===== config.mk =====
export PLATFORM = sky130hd
export DESIGN_NAME = ocf_top
export DESIGN_NICKNAME = d
export VERILOG_FILES = /design/src/inc/ocf_pkg.sv /design/src/rtl/ocf_top.sv
export SDC_FILE = /design/constraint.sdc
export NUM_CORES = 1
export LEC_CHECK = 0
export BUFFER_PORTS_ARGS = -buffer_cell sky130_fd_sc_hd__buf_2
export CORE_ASPECT_RATIO = 0.75
export CORE_UTILIZATION = 57
export DETAILED_ROUTE_END_ITERATION = 7
export PLACE_DENSITY_LB_ADDON = 0.12
export SYNTH_ARGS = -nofsm -noshare
export SYNTH_HDL_FRONTEND = slang
export SYNTH_SLANG_ARGS = --single-unit
export TNS_END_PERCENT = 10

===== constraint.sdc =====
create_clock -name clock -period 4.39 [get_ports clock]
set_input_delay 0.439 -clock clock [delete_from_list [all_inputs] [get_ports clock]]
set_output_delay 0.439 -clock clock [all_outputs]
set_load 0.02 [all_outputs]

===== src/inc/ocf_pkg.sv =====
package ocf_pkg;

   // Register offsets on the register port
   localparam logic [7:0] OCF_ADDR_INPUT_CONFIG = 8'h09;
   localparam logic [7:0] OCF_ADDR_DIFF_IO_CONFIG = 8'h0a;
   localparam logic [7:0] OCF_ADDR_MON_SW_BO_CONFIG = 8'h0b;
   localparam logic [7:0] OCF_ADDR_IRQ_PIN_CONFIG = 8'h0c;
   localparam logic [7:0] OCF_ADDR_IRQ_STATUS_G3 = 8'h0f;
   localparam logic [7:0] OCF_ADDR_IRQ_ENABLE_G3 = 8'h12;
   localparam logic [7:0] OCF_ADDR_OPERATING_STATE = 8'h52;
   localparam logic [7:0] OCF_ADDR_CLKOUT_B_FREQ = 8'h6d;
   localparam logic [7:0] OCF_ADDR_CLKOUT_A_FREQ = 8'h71;
   localparam logic [7:0] OCF_ADDR_CLKOUT_B_INV = 8'h72;
   localparam logic [7:0] OCF_ADDR_CLKOUT_A_INV = 8'h73;
   localparam logic [7:0] OCF_ADDR_FRAME_SYNC_OUT = 8'h74;
   localparam logic [7:0] OCF_ADDR_SYNC_MONITOR = 8'h7c;
   localparam logic [7:0] OCF_ADDR_SYNC_PHASE = 8'h7d;

   // Reset value of every configuration register
   localparam logic [7:0] OCF_CFG_RESET = 8'h00;

   // Field positions
   localparam int OCF_BIT_SYNC_LOCK_EN = 0;
   localparam int OCF_BIT_AUTO_SYNC_LOCK_EN = 1;
   localparam int OCF_BIT_REF_FAIL_ON_SCAN = 0;
   localparam int OCF_BIT_IRQ_POLARITY = 0;
   localparam int OCF_BIT_IRQ_TRISTATE = 1;
   localparam int OCF_BIT_EV_REF_VALID = 0;
   localparam int OCF_BIT_EV_REF_FAIL = 1;
   localparam int OCF_BIT_EV_MODE = 2;
   localparam int OCF_BIT_EV_SYNC_ALARM = 3;
   localparam int OCF_BIT_ALARM_LIVE = 7;
   localparam int OCF_BIT_CLKOUT_INVERT = 0;
   localparam int OCF_BIT_FS8_EN = 7;
   localparam int OCF_BIT_FS2_EN = 6;
   localparam int OCF_BIT_FS8_INV = 5;
   localparam int OCF_BIT_FS2_INV = 4;
   localparam int OCF_BIT_FS8_PUL = 3;
   localparam int OCF_BIT_FS2_PUL = 2;
   localparam int OCF_BIT_PUL_EDGE = 1;
   localparam int OCF_BIT_SYNC_BYPASS = 7;

   // Clock source select codes
   localparam logic [3:0] OCF_SRC_DPLL_77M = 4'h0;
   localparam logic [3:0] OCF_SRC_DPLL_16E1 = 4'h1;
   localparam logic [3:0] OCF_SRC_DPLL_GSM = 4'h2;
   localparam logic [3:0] OCF_SRC_DPLL_E3 = 4'h3;
   localparam logic [3:0] OCF_SRC_APLL_MAIN = 4'h4;
   localparam logic [3:0] OCF_SRC_APLL_AUX = 4'h5;

   // Divider codes with fixed meaning
   localparam logic [3:0] OCF_DIV_OFF_LOW = 4'h0;
   localparam logic [3:0] OCF_DIV_OFF_HIGH = 4'hf;

   // Reference selection codes
   localparam logic [1:0] OCF_REF_NONE = 2'h0;
   localparam logic [1:0] OCF_REF_A = 2'h1;
   localparam logic [1:0] OCF_REF_B = 2'h2;
   localparam logic [1:0] OCF_REF_C = 2'h3;

   // Sample phase codes and the edge delay each selects
   localparam logic [1:0] OCF_SPH_NOMINAL = 2'h0;
   localparam logic [1:0] OCF_SPH_HALF_EARLY = 2'h1;
   localparam logic [1:0] OCF_SPH_HALF_LATE = 2'h2;
   localparam logic [1:0] OCF_SPH_ONE_LATE = 2'h3;

   // Timing
   localparam int OCF_CLK_PERIOD_NS = 10;
   localparam int OCF_FRAME_PERIOD_US = 125;
   localparam int OCF_FRAME_CYCLES =
      (OCF_FRAME_PERIOD_US * 1000) / OCF_CLK_PERIOD_NS;
   localparam int OCF_FS8_HALF_TICKS = 77760;
   localparam int OCF_LIMIT_UNIT_CYCLES = 1;

   // Source edges per output half period; zero marks reserved
   function automatic logic [26:0] ocf_ratio(input logic [3:0] src,
                                             input logic [3:0] code,
                                             input logic is_b);
      logic [26:0] r;
      r = 27'd0;
      case (src)
         OCF_SRC_DPLL_77M: begin
            case (code)
               4'ha: r = 27'd1215;
               4'hb: r = 27'd9720;
               4'hc: r = 27'd38880;
               4'hd: r = 27'd194400;
               4'he: r = 27'd77760000;
               default: r = 27'd0;
            endcase
         end
         OCF_SRC_DPLL_16E1: begin
            case (code)
               4'h2: r = 27'd1;
               4'h3: r = 27'd2;
               4'h4: r = 27'd4;
               4'h6: r = 27'd8;
               4'h8: r = 27'd16;
               default: r = 27'd0;
            endcase
         end
         OCF_SRC_DPLL_GSM: begin
            case (code)
               4'h2: r = 27'd1;
               4'h3: r = 27'd2;
               default: r = 27'd0;
            endcase
         end
         OCF_SRC_DPLL_E3: r = (code == 4'h2) ? 27'd1 : 27'd0;
         OCF_SRC_APLL_MAIN, OCF_SRC_APLL_AUX: begin
            case (code)
               4'h1: r = is_b ? 27'd0 : 27'd1;
               4'h2: r = is_b ? 27'd0 : 27'd2;
               4'h3: r = 27'd4;
               4'h4: r = 27'd8;
               4'h5: r = 27'd12;
               4'h6: r = 27'd16;
               4'h7: r = 27'd24;
               4'h8: r = 27'd32;
               4'h9: r = 27'd5;
               4'ha: r = 27'd10;
               4'hb: r = 27'd96;
               4'hc: r = 27'd40;
               4'hd: r = 27'd80;
               default: r = 27'd0;
            endcase
            if (src == OCF_SRC_APLL_AUX && (code == 4'h9 || code == 4'ha ||
                code == 4'hc || code == 4'hd)) begin
               r = 27'd0;
            end
         end
         default: r = 27'd0;
      endcase
      return r;
   endfunction : ocf_ratio

endpackage : ocf_pkg


===== src/rtl/ocf_top.sv =====
`timescale 1ns/100ps
module ocf_top
   import ocf_pkg::*;
#(
   parameter int FRAME_CYCLES = OCF_FRAME_CYCLES,
   parameter int FS8_HALF_TICKS = OCF_FS8_HALF_TICKS,
   parameter int LIMIT_UNIT_CYCLES = OCF_LIMIT_UNIT_CYCLES
)(
   input wire logic clock,
   input wire logic sys_rst,
   input wire logic [7:0] reg_addr,
   input wire logic reg_wr,
   input wire logic reg_rd,
   input wire logic [7:0] reg_wdata,
   output logic [7:0] reg_rdata,
   input wire logic [3:0] dpll_tick,
   input wire logic apll_main_tick,
   input wire logic apll_aux_tick,
   input wire logic [1:0] ref_select,
   input wire logic [2:0] loop_mode,
   input wire logic ev_ref_valid_change,
   input wire logic ev_ref_fail,
   input wire logic ev_mode_change,
   input wire logic ext_frame_in_a,
   input wire logic ext_frame_in_b,
   input wire logic ext_frame_in_c,
   input wire logic scan_data_in,
   output logic clkout_a,
   output logic clkout_b,
   output logic clkout_a_lvds_select,
   output logic frame_sync_pin,
   output logic frame_sync_pin_oe,
   output logic multiframe_sync_pin,
   output logic multiframe_sync_pin_oe,
   output logic irq_pin,
   output logic irq_pin_oe,
   output logic scan_out
);

   logic [7:0] input_config_q;
   logic [7:0] diff_io_config_q;
   logic [7:0] mon_sw_bo_config_q;
   logic [7:0] irq_pin_config_q;
   logic [7:0] irq_enable_q;
   logic [7:0] clkout_a_freq_q;
   logic [7:0] clkout_b_freq_q;
   logic [7:0] clkout_a_inv_q;
   logic [7:0] clkout_b_inv_q;
   logic [7:0] frame_sync_out_q;
   logic [7:0] sync_monitor_q;
   logic [7:0] sync_phase_q;
   logic [3:0] irq_status_q;
   logic [3:0] irq_status_d;
   logic [3:0] irq_event;
   logic irq_clear_wr;

   // Configuration register writes
   always_ff @(posedge clock) begin
      if (sys_rst) begin
         input_config_q <= OCF_CFG_RESET;
         diff_io_config_q <= OCF_CFG_RESET;
         mon_sw_bo_config_q <= OCF_CFG_RESET;
         irq_pin_config_q <= OCF_CFG_RESET;
         irq_enable_q <= OCF_CFG_RESET;
         clkout_a_freq_q <= OCF_CFG_RESET;
         clkout_b_freq_q <= OCF_CFG_RESET;
         clkout_a_inv_q <= OCF_CFG_RESET;
         clkout_b_inv_q <= OCF_CFG_RESET;
         frame_sync_out_q <= OCF_CFG_RESET;
         sync_monitor_q <= OCF_CFG_RESET;
         sync_phase_q <= OCF_CFG_RESET;
      end else if (reg_wr) begin
         if (reg_addr == OCF_ADDR_INPUT_CONFIG) begin
            input_config_q <= reg_wdata;
         end else if (reg_addr == OCF_ADDR_DIFF_IO_CONFIG) begin
            diff_io_config_q <= reg_wdata;
         end else if (reg_addr == OCF_ADDR_MON_SW_BO_CONFIG) begin
            mon_sw_bo_config_q <= reg_wdata;
         end else if (reg_addr == OCF_ADDR_IRQ_PIN_CONFIG) begin
            irq_pin_config_q <= reg_wdata;
         end else if (reg_addr == OCF_ADDR_IRQ_ENABLE_G3) begin
            irq_enable_q <= reg_wdata;
         end else if (reg_addr == OCF_ADDR_CLKOUT_B_FREQ) begin
            clkout_b_freq_q <= reg_wdata;
         end else if (reg_addr == OCF_ADDR_CLKOUT_A_FREQ) begin
            clkout_a_freq_q <= reg_wdata;
         end else if (reg_addr == OCF_ADDR_CLKOUT_B_INV) begin
            clkout_b_inv_q <= reg_wdata;
         end else if (reg_addr == OCF_ADDR_CLKOUT_A_INV) begin
            clkout_a_inv_q <= reg_wdata;
         end else if (reg_addr == OCF_ADDR_FRAME_SYNC_OUT) begin
            frame_sync_out_q <= reg_wdata;
         end else if (reg_addr == OCF_ADDR_SYNC_MONITOR) begin
            sync_monitor_q <= reg_wdata;
         end else if (reg_addr == OCF_ADDR_SYNC_PHASE) begin
            sync_phase_q <= reg_wdata;
         end
      end
   end

   logic alarm_q;

   // Read data, registered; unmapped addresses read zero
   always_ff @(posedge clock) begin
      if (sys_rst) begin
         reg_rdata <= 8'h00;
      end else if (reg_rd) begin
         if (reg_addr == OCF_ADDR_INPUT_CONFIG) begin
            reg_rdata <= input_config_q;
         end else if (reg_addr == OCF_ADDR_DIFF_IO_CONFIG) begin
            reg_rdata <= diff_io_config_q;
         end else if (reg_addr == OCF_ADDR_MON_SW_BO_CONFIG) begin
            reg_rdata <= mon_sw_bo_config_q;
         end else if (reg_addr == OCF_ADDR_IRQ_PIN_CONFIG) begin
            reg_rdata <= irq_pin_config_q;
         end else if (reg_addr == OCF_ADDR_IRQ_STATUS_G3) begin
            reg_rdata <= {4'h0, irq_status_q};
         end else if (reg_addr == OCF_ADDR_IRQ_ENABLE_G3) begin
            reg_rdata <= irq_enable_q;
         end else if (reg_addr == OCF_ADDR_OPERATING_STATE) begin
            reg_rdata <= {alarm_q, 4'h0, loop_mode};
         end else if (reg_addr == OCF_ADDR_CLKOUT_B_FREQ) begin
            reg_rdata <= clkout_b_freq_q;
         end else if (reg_addr == OCF_ADDR_CLKOUT_A_FREQ) begin
            reg_rdata <= clkout_a_freq_q;
         end else if (reg_addr == OCF_ADDR_CLKOUT_B_INV) begin
            reg_rdata <= clkout_b_inv_q;
         end else if (reg_addr == OCF_ADDR_CLKOUT_A_INV) begin
            reg_rdata <= clkout_a_inv_q;
         end else if (reg_addr == OCF_ADDR_FRAME_SYNC_OUT) begin
            reg_rdata <= frame_sync_out_q;
         end else if (reg_addr == OCF_ADDR_SYNC_MONITOR) begin
            reg_rdata <= sync_monitor_q;
         end else if (reg_addr == OCF_ADDR_SYNC_PHASE) begin
            reg_rdata <= sync_phase_q;
         end else begin
            reg_rdata <= 8'h00;
         end
      end
   end

   // Frame period timer for main-path realignment
   logic [31:0] frame_cnt_q;
   logic frame_tick;
   assign frame_tick = (frame_cnt_q == 32'(FRAME_CYCLES - 1));
   always_ff @(posedge clock) begin
      if (sys_rst || frame_tick) begin
         frame_cnt_q <= 32'h0;
      end else begin
         frame_cnt_q <= frame_cnt_q + 32'h1;
      end
   end

   // Clock output dividers, one per output
   logic [5:0] src_ticks;
   logic [1:0] clk_lvl;
   logic [1:0] clk_out_q;
   assign src_ticks = {apll_aux_tick, apll_main_tick, dpll_tick};

   for (genvar g = 0; g < 2; g++) begin : g_clkout
      logic [3:0] sel;
      logic [3:0] code;
      logic inv;
      logic [26:0] ratio;
      logic [26:0] cnt_q;
      logic lvl_q;
      logic out_q;
      logic tick;
      logic main_path;
      assign sel = (g == 0) ? clkout_a_freq_q[7:4] : clkout_b_freq_q[7:4];
      assign code = (g == 0) ? clkout_a_freq_q[3:0] : clkout_b_freq_q[3:0];
      assign inv = (g == 0) ? clkout_a_inv_q[OCF_BIT_CLKOUT_INVERT] :
                              clkout_b_inv_q[OCF_BIT_CLKOUT_INVERT];
      // Reserved, output-A-only and OBSAI-on-aux codes give zero
      assign ratio = ocf_ratio(sel, code, (g == 1));
      assign tick = (sel <= OCF_SRC_APLL_AUX) ? src_ticks[sel[2:0]] : 1'b0;
      assign main_path = (sel <= OCF_SRC_APLL_MAIN);

      // Edge counter; toggles every ratio source edges
      always_ff @(posedge clock) begin
         if (sys_rst) begin
            cnt_q <= 27'h0;
            lvl_q <= 1'b0;
         end else if (frame_tick && main_path) begin
            cnt_q <= 27'h0;
            lvl_q <= 1'b0;
         end else if (tick && ratio != 27'h0) begin
            if (cnt_q >= ratio - 27'h1) begin
               cnt_q <= 27'h0;
               lvl_q <= ~lvl_q;
            end else begin
               cnt_q <= cnt_q + 27'h1;
            end
         end
      end

      // Output level with disable codes and inversion
      always_ff @(posedge clock) begin
         if (sys_rst) begin
            out_q <= 1'b0;
         end else if (code == OCF_DIV_OFF_LOW) begin
            out_q <= 1'b0;
         end else if (code == OCF_DIV_OFF_HIGH) begin
            out_q <= 1'b1;
         end else if (ratio == 27'h0) begin
            out_q <= 1'b0;
         end else begin
            out_q <= lvl_q ^ inv;
         end
      end
      assign clk_out_q[g] = out_q;
      assign clk_lvl[g] = lvl_q;
   end

   assign clkout_a = clk_out_q[0];
   assign clkout_b = clk_out_q[1];
   assign clkout_a_lvds_select = diff_io_config_q[0];

   // Two-flop synchronisers for the external frame inputs
   logic [2:0] ext_meta_q;
   logic [2:0] ext_sync_q;
   logic [2:0] ext_prev_q;
   always_ff @(posedge clock) begin
      if (sys_rst) begin
         ext_meta_q <= 3'h0;
         ext_sync_q <= 3'h0;
         ext_prev_q <= 3'h0;
      end else begin
         ext_meta_q <= {ext_frame_in_c, ext_frame_in_b, ext_frame_in_a};
         ext_sync_q <= ext_meta_q;
         ext_prev_q <= ext_sync_q;
      end
   end

   // Input selection by bypass bit and chosen reference
   logic bypass;
   logic [1:0] sel_in;
   logic sel_fall;
   logic [1:0] sel_phase;
   assign bypass = sync_monitor_q[OCF_BIT_SYNC_BYPASS];
   always_comb begin
      sel_in = OCF_REF_A;
      if (bypass) begin
         sel_in = ref_select;
      end
      sel_fall = 1'b0;
      sel_phase = sync_phase_q[1:0];
      if (sel_in == OCF_REF_A) begin
         sel_fall = ext_prev_q[0] & ~ext_sync_q[0];
         sel_phase = sync_phase_q[1:0];
      end else if (sel_in == OCF_REF_B) begin
         sel_fall = ext_prev_q[1] & ~ext_sync_q[1];
         sel_phase = sync_phase_q[3:2];
      end else if (sel_in == OCF_REF_C) begin
         sel_fall = ext_prev_q[2] & ~ext_sync_q[2];
         sel_phase = sync_phase_q[5:4];
      end
   end

   // Sampling-phase compensation by delaying the edge
   logic [3:0] fall_dly_q;
   logic ext_edge;
   always_ff @(posedge clock) begin
      if (sys_rst) begin
         fall_dly_q <= 4'h0;
      end else begin
         fall_dly_q <= {fall_dly_q[2:0], sel_fall};
      end
   end
   always_comb begin
      case (sel_phase)
         OCF_SPH_HALF_EARLY: ext_edge = fall_dly_q[3];
         OCF_SPH_NOMINAL: ext_edge = fall_dly_q[2];
         OCF_SPH_HALF_LATE: ext_edge = fall_dly_q[1];
         OCF_SPH_ONE_LATE: ext_edge = fall_dly_q[0];
         default: ext_edge = fall_dly_q[2];
      endcase
   end

   // Synchronisation control
   logic lock_en;
   logic auto_en;
   logic sync_allowed;
   logic resync;
   assign lock_en = input_config_q[OCF_BIT_SYNC_LOCK_EN];
   assign auto_en = input_config_q[OCF_BIT_AUTO_SYNC_LOCK_EN];
   assign sync_allowed = bypass | (lock_en & ~auto_en);

   // Phase monitor: cycles from last frame boundary
   logic [15:0] since_q;
   logic [15:0] limit_cycles;
   logic fs_boundary;
   logic over_limit;
   assign limit_cycles = 16'(sync_monitor_q[2:0] * LIMIT_UNIT_CYCLES);
   assign over_limit = (since_q > limit_cycles);
   always_ff @(posedge clock) begin
      if (sys_rst || fs_boundary) begin
         since_q <= 16'h0;
      end else if (since_q != 16'hffff) begin
         since_q <= since_q + 16'h1;
      end
   end

   // Alarm follows each measured edge; clears when back within limit
   always_ff @(posedge clock) begin
      if (sys_rst) begin
         alarm_q <= 1'b0;
      end else if (ext_edge) begin
         alarm_q <= over_limit;
      end
   end
   assign resync = ext_edge & sync_allowed & ~over_limit & ~alarm_q;

   // Frame sync square waves from main analog loop edges
   logic [26:0] fs_cnt_q;
   logic fs8_q;
   logic fs2_q;
   logic [1:0] fs_quart_q;
   logic fs8_toggle;
   assign fs8_toggle = apll_main_tick &&
                       (fs_cnt_q >= 27'(FS8_HALF_TICKS - 1));
   assign fs_boundary = resync | (fs8_toggle & ~fs8_q);
   always_ff @(posedge clock) begin
      if (sys_rst) begin
         fs_cnt_q <= 27'h0;
         fs8_q <= 1'b0;
         fs2_q <= 1'b0;
         fs_quart_q <= 2'h0;
      end else if (resync) begin
         fs_cnt_q <= 27'h0;
         fs8_q <= 1'b1;
         fs2_q <= 1'b1;
         fs_quart_q <= 2'h1;
      end else if (apll_main_tick) begin
         if (fs8_toggle) begin
            fs_cnt_q <= 27'h0;
            fs8_q <= ~fs8_q;
            fs_quart_q <= fs_quart_q + 2'h1;
            if (fs_quart_q == 2'h3) begin
               fs2_q <= ~fs2_q;
            end
         end else begin
            fs_cnt_q <= fs_cnt_q + 27'h1;
         end
      end
   end

   // Pulsed mode: set at chosen square edge, held until next output-B divider level rise
   logic fs8_prev_q;
   logic fs2_prev_q;
   logic clkb_prev_q;
   logic pul8_q;
   logic pul2_q;
   logic edge_rise;
   logic clkb_rise;
   logic edge8;
   logic edge2;
   assign edge_rise = frame_sync_out_q[OCF_BIT_PUL_EDGE];
   assign clkb_rise = clk_lvl[1] & ~clkb_prev_q;
   assign edge8 = edge_rise ? (fs8_q & ~fs8_prev_q) : (~fs8_q & fs8_prev_q);
   assign edge2 = edge_rise ? (fs2_q & ~fs2_prev_q) : (~fs2_q & fs2_prev_q);
   always_ff @(posedge clock) begin
      if (sys_rst) begin
         fs8_prev_q <= 1'b0;
         fs2_prev_q <= 1'b0;
         clkb_prev_q <= 1'b0;
         pul8_q <= 1'b0;
         pul2_q <= 1'b0;
      end else begin
         fs8_prev_q <= fs8_q;
         fs2_prev_q <= fs2_q;
         clkb_prev_q <= clk_lvl[1];
         if (edge8) begin
            pul8_q <= 1'b1;
         end else if (clkb_rise) begin
            pul8_q <= 1'b0;
         end
         if (edge2) begin
            pul2_q <= 1'b1;
         end else if (clkb_rise) begin
            pul2_q <= 1'b0;
         end
      end
   end

   // Frame sync pins: shape, inversion and enable
   always_ff @(posedge clock) begin
      if (sys_rst) begin
         frame_sync_pin <= 1'b0;
         multiframe_sync_pin <= 1'b0;
         frame_sync_pin_oe <= 1'b0;
         multiframe_sync_pin_oe <= 1'b0;
      end else begin
         frame_sync_pin <= (frame_sync_out_q[OCF_BIT_FS8_PUL] ? pul8_q : fs8_q)
                           ^ frame_sync_out_q[OCF_BIT_FS8_INV];
         multiframe_sync_pin <=
            (frame_sync_out_q[OCF_BIT_FS2_PUL] ? pul2_q : fs2_q)
            ^ frame_sync_out_q[OCF_BIT_FS2_INV];
         frame_sync_pin_oe <= frame_sync_out_q[OCF_BIT_FS8_EN];
         multiframe_sync_pin_oe <= frame_sync_out_q[OCF_BIT_FS2_EN];
      end
   end

   // Interrupt status: set wins over write-one clear
   logic alarm_prev_q;
   assign irq_clear_wr = reg_wr && (reg_addr == OCF_ADDR_IRQ_STATUS_G3);
   assign irq_event = {alarm_q & ~alarm_prev_q, ev_mode_change,
                       ev_ref_fail, ev_ref_valid_change};
   always_comb begin
      irq_status_d = irq_status_q;
      if (irq_clear_wr) begin
         irq_status_d = irq_status_d & ~reg_wdata[3:0];
      end
      irq_status_d = irq_status_d | irq_event;
   end
   always_ff @(posedge clock) begin
      if (sys_rst) begin
         irq_status_q <= 4'h0;
         alarm_prev_q <= 1'b0;
      end else begin
         irq_status_q <= irq_status_d;
         alarm_prev_q <= alarm_q;
      end
   end

   // Request pin and scan output
   logic irq_active;
   assign irq_active = |(irq_status_q & irq_enable_q[3:0]);
   always_ff @(posedge clock) begin
      if (sys_rst) begin
         irq_pin <= 1'b0;
         irq_pin_oe <= 1'b0;
         scan_out <= 1'b0;
      end else begin
         irq_pin <= irq_pin_config_q[OCF_BIT_IRQ_POLARITY] ?
                    irq_active : ~irq_active;
         irq_pin_oe <= irq_pin_config_q[OCF_BIT_IRQ_TRISTATE] ?
                       irq_active : 1'b1;
         scan_out <= mon_sw_bo_config_q[OCF_BIT_REF_FAIL_ON_SCAN] ?
                     irq_status_q[OCF_BIT_EV_REF_FAIL] : scan_data_in;
      end
   end

endmodule : ocf_top


# Yosys cells after proc, flatten, opt, wreduce, memory -nomap -nowiden

Memories as Yosys holds them, arrays and structs flattened. A register that Yosys moved wholly into a read port is not among the register bits.
Index checks and enable logic that the tools add are counted.

Bits in registers: 272
Memory bits (read-only): 224
Word-level logic and storage cells: 299
Memories kept: 2

Add/sub/neg operators: 8
Order comparisons: 10
Equal/unequal tests: 57
Muxes and demuxes: 72
Bitwise gates (word level): 50
Reductions and logical operators: 55

Memory list:

| name             | depth | bits a word | rd ports | clocked after Yosys merged registers in | write ports | RTL line       | text |
|---|---|---|---|---|---|---|---|
| (name not given) | 16    | 7           | 1        | 1                                       | 0           | ocf_pkg.sv:111 | `case (code)` |
| (name not given) | 16    | 7           | 1        | 1                                       | 0           | ocf_pkg.sv:111 |  |

Operator list:

| kind                                                                                   | number |
|---|---|
| 27-bit one-hot mux with 5 select lines                                                 | 4 |
| 27-bit 2-to-1 mux                                                                      | 5 |
| 8-bit 2-to-1 mux                                                                       | 14 |
| 27-bit by 1-bit adder with 27-bit output (second input constant)                       | 3 |
| 4-bit == test (second input constant)                                                  | 16 |
| 8-bit by 7-bit == test with 1-bit output (second input constant)                       | 8 |
| 27-bit greater-or-equal comparator                                                     | 2 |
| 27-bit logical NOT                                                                     | 2 |
| 27-bit nonzero test                                                                    | 2 |
| 27-bit by 1-bit subtractor with 27-bit output (second input constant)                  | 2 |
| 5-bit one-hot mux with 5 select lines                                                  | 2 |
| 8-bit by 4-bit == test with 1-bit output (second input constant)                       | 5 |
| 1-bit 2-to-1 mux                                                                       | 33 |
| 32-bit by 1-bit adder with 32-bit output (second input constant)                       | 1 |
| 32-bit by 14-bit == test with 1-bit output (second input constant)                     | 1 |
| 4-bit by 2-bit == test with 1-bit output (second input constant)                       | 8 |
| 4-bit by 3-bit == test with 1-bit output (second input constant)                       | 8 |
| 27-bit by 17-bit greater-or-equal comparator with 1-bit output (second input constant) | 1 |
| 1-bit inverter                                                                         | 26 |
| 4-bit 2-to-1 mux                                                                       | 5 |
| 16-bit by 1-bit adder with 16-bit output (second input constant)                       | 1 |
| 16-bit by 3-bit > comparator with 1-bit output                                         | 1 |
| 4-bit by 3-bit <= comparator with 1-bit output (second input constant)                 | 4 |
| 4-bit logical NOT                                                                      | 4 |
| other kinds (35)                                                                       | 94 |

# Logic depth before layout (Yosys ltp)

Word-level depth: 15
Depth in mapped cells: 23

# Worst setup path after synthesis

OpenSTA, ideal clock, no wires.

Path type: register -> register
From: reg clkout_a_freq_q[0]
To: reg g_clkout[0].cnt_q[11]
Setup time: 70 ps
Arrival time: 4401 ps
Required time: 4320 ps
Setup slack: -81 ps
Stages on the path, launching flop included: 21
Path buffers: 4
Cells stage by stage: dfxtp_1 buf_2 o21ai_0 a41oi_2 buf_4 a21oi_1 ha_1 inv_1 a311o_1 nor4b_4 clkbuf_1 a21boi_0 nor2_1 ha_1 a2111oi_0 o211a_1 o311ai_0 a31oi_1 o31ai_4 buf_4 a21oi_1

Longest elaborated chain between the ends: 10
Elaborated cells on any way between the ends: 26

RTL lines:

| what                                          | RTL line                      | text |
|---|---|---|
| from (decl)                                   | ocf_top.sv:45                 | `logic [7:0] clkout_a_freq_q;` |
| from (signal assigned)                        | ocf_top.sv:86                 | `clkout_a_freq_q <= reg_wdata;` |
| 4-bit == test (on tied branches)              | ocf_pkg.sv:127, ocf_pkg.sv:83 |  |
| 1-bit logical OR (2 in series)                | ocf_pkg.sv:127                | `if (src == OCF_SRC_APLL_AUX && (code == 4'h9 \|\| code == 4'ha \|\|` |
| 1-bit logical OR                              | ocf_pkg.sv:128                | `code == 4'hc \|\| code == 4'hd)) begin` |
| 1-bit logical AND                             | ocf_pkg.sv:127                |  |
| 27-bit 2-to-1 mux                             | ocf_pkg.sv:127                |  |
| 27-bit one-hot mux with 5 select lines (*)    | ocf_pkg.sv:81                 | `case (src)` |
| 27-bit by 1-bit subtractor with 27-bit output | ocf_top.sv:188                | `if (cnt_q >= ratio - 27'h1) begin` |
| 27-bit greater-or-equal comparator            | ocf_top.sv:188                |  |
| 27-bit 2-to-1 mux                             | ocf_top.sv:188                |  |
| to (signal assigned)                          | ocf_top.sv:192                | `cnt_q <= cnt_q + 27'h1;` |
| to (decl)                                     | ocf_top.sv:165                | `logic [26:0] cnt_q;` |

Mark *: on every way between the ends. The rest lies on a longest branch, timed or not.
A chain may end at the register's enable or synchronous reset.

# Worst setup path after layout

From: reg clkout_a_freq_q[4]
To: reg g_clkout[0].cnt_q[22]

Longest elaborated chain between the ends: 7
Elaborated cells on any way between the ends: 22

RTL lines:

| what                                          | RTL line |
|---|---|
| 4-bit by 3-bit == test with 1-bit output      | ocf_pkg.sv:81, ocf_pkg.sv:127 |
| 1-bit logical AND                             | ocf_pkg.sv:127 |
| 27-bit 2-to-1 mux                             | ocf_pkg.sv:127 |
| 27-bit one-hot mux with 5 select lines        | ocf_pkg.sv:81 |
| 27-bit by 1-bit subtractor with 27-bit output | ocf_top.sv:188 |
| 27-bit greater-or-equal comparator            | ocf_top.sv:188 |
| 27-bit 2-to-1 mux                             | ocf_top.sv:188 |

Several ways; a longest one is shown, not always the timed one. The select of a mux whose other input is x is not followed.

==> run summary <==
The switching part of the total power works out to 0.234. The clock sink count is 286. The worst slew margin relative to its limit is 0.388. By startpoint and endpoint, the worst setup path is classified as flip-flop to flip-flop. STA classifies the critical path endpoint as a flip-flop. The share of the core filled with cells in the final layout was 0.659. The number of input and output port buffers inserted was 55. After detailed routing, the number of vias per cell comes to 6.16. Between clock sinks in the finished design, the worst skew comes to 0.0286 ns. The post-layout minimum cycle time is 4.20 ns, and the cell internal power dissipation is 3.98 mW. For this design the static power due to leakage is 6.96 nW. 0 antenna diodes ended up in the layout. The tools report the number of vias after detailed routing as 14,100. The synthesized netlist occupies a cell area of 15,500 um2. On the critical path, the stage with the largest delay is an instance of sky130_fd_sc_hd__or3b_2.

The highest fanout seen on the critical path is 7. The run gives 0.951 as the weighted congestion at the end of routability-driven global placement. The H-tree depth was 1. The run gives 2,235 as the post-placement cell count. Across the run, the number of max-cap violations was 0. Register area share after synthesis: 0.369.

For the post-place setup slack, the log shows -0.411 ns. The logs give 0 for the number of pins with negative max-slew slack in the final report and 238 MHz for the highest achievable clock rate. In the synthesized netlist the dominant register cell turns out to be sky130_fd_sc_hd__dfxtp_1. The synthesized design contains 0 enable-type register cells. The signal on the critical path passes through buf_4 > or3b_2 > a211oi_2 > a21oi_2 > buf_4 > nand4bb_1 > nor4b_2 > buf_4 > o21a_1 > o22ai_1 > ha_1 > a21o_1 > a2111oi_2 > o211a_1 > o311ai_1 > a31oi_2 > buf_4 > o31ai_4 > buf_4 > a21oi_1. The first global-routing pass estimated 66,800 um of wire. TritonCTS built the clock tree.

The area growth from synthesis to final layout works out to 11.7%. Fraction of synthesized cell area in xor and xnor cells: 0.0609. The warning count from the yosys run is 0. At the pin with the least slew margin, the transition time is 0.912 ns. For the final routed database, the setup TNS stands at 0 ns. The number of detailed-route iterations in the first pass was 6. Number of antenna violations at the first check in global routing: 1. In this run the worst hold path is classified as input port to flip-flop. The cell that appears most often on the critical path is sky130_fd_sc_hd__buf_4.

The largest single stage delay on the critical path is 0.49 ns. The average wire per standard cell was 18.1 um; the summed area of non-filler cells in the final layout was 17,400 um2. Clock tree synthesis inserted a total of 28 buffers. The die area was 27,900 um2. The tools report the total global routing track utilization as 0.293. The multiplexer share of the synthesized area was 0.0433. Setup repair after global routing left no endpoint under its margin.

STA puts the critical path data arrival time at 4.67 ns. After detailed routing, the total wire length is 41,400 um. Once layout is complete, the cells apart from fillers number 2,290. The pin count of the biggest net entering global routing came out at 59. Kind of start point of the critical path: a flip-flop. The area of the core was 26,400 um2; the horizontal extent of the die was 193 um. After clock tree synthesis, the clock-pin slew on the worst setup and hold paths is 0.06 ns.

The logs give 0.505 for the relative contribution of sequential cells to total power and 0.194 ns for the final worst slack. The maximum buffer depth of the clock tree is 3. Summing all placed instances gives a cell area of 16,300 um2. In the routed design, unresolved DRC markers number 0. Synthesis produced a netlist with a net count of 1,991. The combinational fraction of design power was 0.042; the half-perimeter wire length of the detailed placement result was 28,900 um. The floorplan has 51 rows. At the later pin of the worst-skew pair, clock insertion delay measures 0.58 ns.

The simple-gate area share of the yosys netlist is 0.267. For this design the total switching power over the nets is 1.22 mW. Counting every instance in the synthesized netlist gives 1,880. The share of cells above drive strength 1 works out to 0.120. The run finished with clean final reports. The cell area power density was 300 nW/um2.

The root buffer cell chosen for the clock tree is sky130_fd_sc_hd__clkbuf_16. The logs give 0.453 for the clock network fraction of total power and 92 for the number of distinct standard cells referenced by the synthesized netlist. The number of setup violations in the final report is 0, and the register bit count reported by yosys is 286. For this run the aggregate overflow at the end of global routing stands at 0. The DRC violation total after the first TritonRoute iteration is 1,310, and the number of top-level pins is 56.

After the last flow step, the layout net total stands at 2,042. Complex-gate fraction of the synthesized area: 0.160. The share of synthesized cell area in full adder, half adder and majority cells is 0.0588. The number of nets with antenna violations after detailed routing came out at 0. The final-report hold violation count came out at 0. VDD sags by at most 0.271 mV. Each instance of the synthesized netlist takes up on average 8.26 um2. The starting density of the core was 0.589.

By area, the combinational part of the netlist is dominated by simple AND/OR/NAND/NOR gates. Measured along the y axis, the die boundary spans 145 um. The via count of the first global-routing pass was 12,900; the async set-reset flop share out of synthesis was 0. At the worst endpoint, the required time is 4.87 ns.

The portion of the clock cycle consumed by the worst path in the final layout is 0.956.
-- power groups by stage --
stage	clock network (mW)	registers [mW]	logic, mW
2_1_floorplan	0	2.69	0.125
3_3_place_gp	0	2.69	0.201
3_5_place_dp	0	2.69	0.204
4_1_cts	2.39	2.63	0.216
5_1_grt	2.51	2.63	0.234
6_report	2.36	2.63	0.219
-- registers in the layout, indices dropped and copies added, names as in the netlist, 2 cells and up, named ones only --
register            flops
fall_dly_q              4
irq_status_q            4
irq_enable_q            8
input_config_q          8
ext_meta_q              3
sync_phase_q            8
reg_rdata               8
g_clkout.cnt_q         54
since_q                16
frame_sync_out_q        8
clkout_b_inv_q          8
g_clkout.lvl_q          2
ext_prev_q              3
fs_quart_q              2
clkout_a_freq_q         8
sync_monitor_q          8
clkout_b_freq_q         8
fs_cnt_q               27
frame_cnt_q            32
diff_io_config_q        8
irq_pin_config_q        8
clkout_a_inv_q          8
mon_sw_bo_config_q      8
ext_sync_q              3
-- cells in the final DEF, fill, tap and decap left out, types with 9 or more instances in the layout --
cell,Yosys,final
sky130_fd_sc_hd__nand2_1,159,159
sky130_fd_sc_hd__xor2_1,57,57
sky130_fd_sc_hd__a221oi_1,15,15
sky130_fd_sc_hd__a22oi_1,10,9
sky130_fd_sc_hd__and3_1,31,30
sky130_fd_sc_hd__nand4_1,54,54
sky130_fd_sc_hd__o21ai_0,56,54
sky130_fd_sc_hd__o22ai_1,10,10
sky130_fd_sc_hd__nand3_1,115,115
sky130_fd_sc_hd__a211oi_1,16,14
sky130_fd_sc_hd__and2_1,18,16
sky130_fd_sc_hd__inv_1,54,54
sky130_fd_sc_hd__or3_1,31,31
sky130_fd_sc_hd__a21oi_1,160,158
sky130_fd_sc_hd__nand2b_1,22,22
sky130_fd_sc_hd__dfxtp_2,0,9
sky130_fd_sc_hd__ha_1,73,72
sky130_fd_sc_hd__and4_1,13,13
sky130_fd_sc_hd__buf_2,22,54
sky130_fd_sc_hd__nor4_1,24,23
sky130_fd_sc_hd__nor2_1,222,222
sky130_fd_sc_hd__clkbuf_16,0,28
sky130_fd_sc_hd__nor3_1,31,30
sky130_fd_sc_hd__a21o_1,10,10
sky130_fd_sc_hd__dfxtp_1,286,277
sky130_fd_sc_hd__o211ai_1,13,13
sky130_fd_sc_hd__nor2b_1,37,37
sky130_fd_sc_hd__buf_4,7,67
sky130_fd_sc_hd__mux2i_1,57,57
sky130_fd_sc_hd__xnor2_1,51,51
-- per-layer routing --
metal | vias to the layer above | wire length, um | track usage
li1 | 6850 | - | -
met3 | 54 | 3040 | 0.0428
met5 | - | 10 | 0
met4 | 2 | 816 | 0.0646
met1 | 6702 | 19700 | 0.440
met2 | 507 | 17800 | 0.438
-- worst max-delay path: cells and delay by family (launching register included) --
family	cells	cell delay, ns
simple gates	3	0.74
compound gates	11	1.87
fa+ha+maj	1	0.29
flops	1	0.36
buf+inv	5	0.84
-- area by class of cell --
class | count | area [um2]
multi-input combinational | 1436 | 9280
clock buffer | 34 | 733
sequential | 286 | 5740
clock inverter | 11 | 141
tap | 344 | 430
inverter | 55 | 206
fill | 2291 | 9000
timing repair buffer | 124 | 825
-- cell families after synthesis --
| kind of cell | after synthesis |
|---|---|
| and+or+nand+nor | 809 |
| xor gates and xnor gates | 108 |
| DFF | 286 |
| buffers and inverters | 160 |
| AOI/OAI and AO/OA | 380 |
| adders and majority gates | 73 |
| muxes | 64 |
-- per-stage QoR --
stage	total power, mW	hold WS, ns
floorplan	2.81	0.414
global placement	2.89	0.419
detailed placement	2.89	0.426
CTS	5.23	0.0558
global route	5.37	0.0703
finish	5.20	0.0736
-- synthesized netlist by cell type (5+ instances only) --
cell / count / area, um2
sky130_fd_sc_hd__xnor2_1: 51 / 447
sky130_fd_sc_hd__o21ai_0: 56 / 280
sky130_fd_sc_hd__inv_1: 54 / 203
sky130_fd_sc_hd__a222oi_1: 6 / 60.1
sky130_fd_sc_hd__dfxtp_1: 286 / 5730
sky130_fd_sc_hd__or2_2: 8 / 50.1
sky130_fd_sc_hd__and2_1: 18 / 113
sky130_fd_sc_hd__o21ai_1: 6 / 30.0
sky130_fd_sc_hd__nand2b_1: 22 / 138
sky130_fd_sc_hd__nor4bb_1: 5 / 50.1
sky130_fd_sc_hd__buf_4: 7 / 52.6
sky130_fd_sc_hd__nand2_1: 159 / 597
sky130_fd_sc_hd__o22ai_1: 10 / 62.6
sky130_fd_sc_hd__xor2_1: 57 / 499
sky130_fd_sc_hd__and4_1: 13 / 114
sky130_fd_sc_hd__mux2i_1: 57 / 571
sky130_fd_sc_hd__nor3_1: 31 / 155
sky130_fd_sc_hd__nor2_1: 222 / 833
sky130_fd_sc_hd__or3_1: 31 / 194
sky130_fd_sc_hd__nand3_1: 115 / 576
sky130_fd_sc_hd__a31oi_1: 5 / 31.3
sky130_fd_sc_hd__ha_1: 73 / 913
sky130_fd_sc_hd__a22oi_1: 10 / 75.1
sky130_fd_sc_hd__a221oi_1: 15 / 131
sky130_fd_sc_hd__nor4_1: 24 / 150
sky130_fd_sc_hd__a21oi_1: 160 / 801
sky130_fd_sc_hd__nor2b_1: 37 / 231
sky130_fd_sc_hd__a211oi_1: 16 / 120
sky130_fd_sc_hd__o211ai_1: 13 / 97.6
sky130_fd_sc_hd__o21a_1: 6 / 45.0
sky130_fd_sc_hd__and3_1: 31 / 194
sky130_fd_sc_hd__clkbuf_1: 71 / 267
sky130_fd_sc_hd__buf_2: 22 / 110
sky130_fd_sc_hd__mux2_2: 5 / 56.3
sky130_fd_sc_hd__a21o_1: 10 / 75.1
sky130_fd_sc_hd__nand4_1: 54 / 338
sky130_fd_sc_hd__nand3b_1: 5 / 37.5
-- final timing paths --
path | cells after the start | slack [ns] | end | from
max reg2reg | 20 | 0.19 | g_clkout[0].cnt_q[22] | clkout_a_freq_q[4]
min | 3 | 0.07 | irq_status_q[0] | ev_ref_valid_change
min reg2reg | 1 | 0.44 | ext_sync_q[1] | ext_meta_q[1]
max | 20 | 0.19 | g_clkout[0].cnt_q[22] | clkout_a_freq_q[4]
-- timing repair --
action | CTS | global route
hold buffers | 0 | 0
setup buffers | 8 | 0
resized for setup | 7 | 30
pin swaps | 5 | 4
gates cloned | 2 | 0
endpoints found under the setup margin | 55 | 56
No activity file was read; power rests on OpenSTA's default activity.
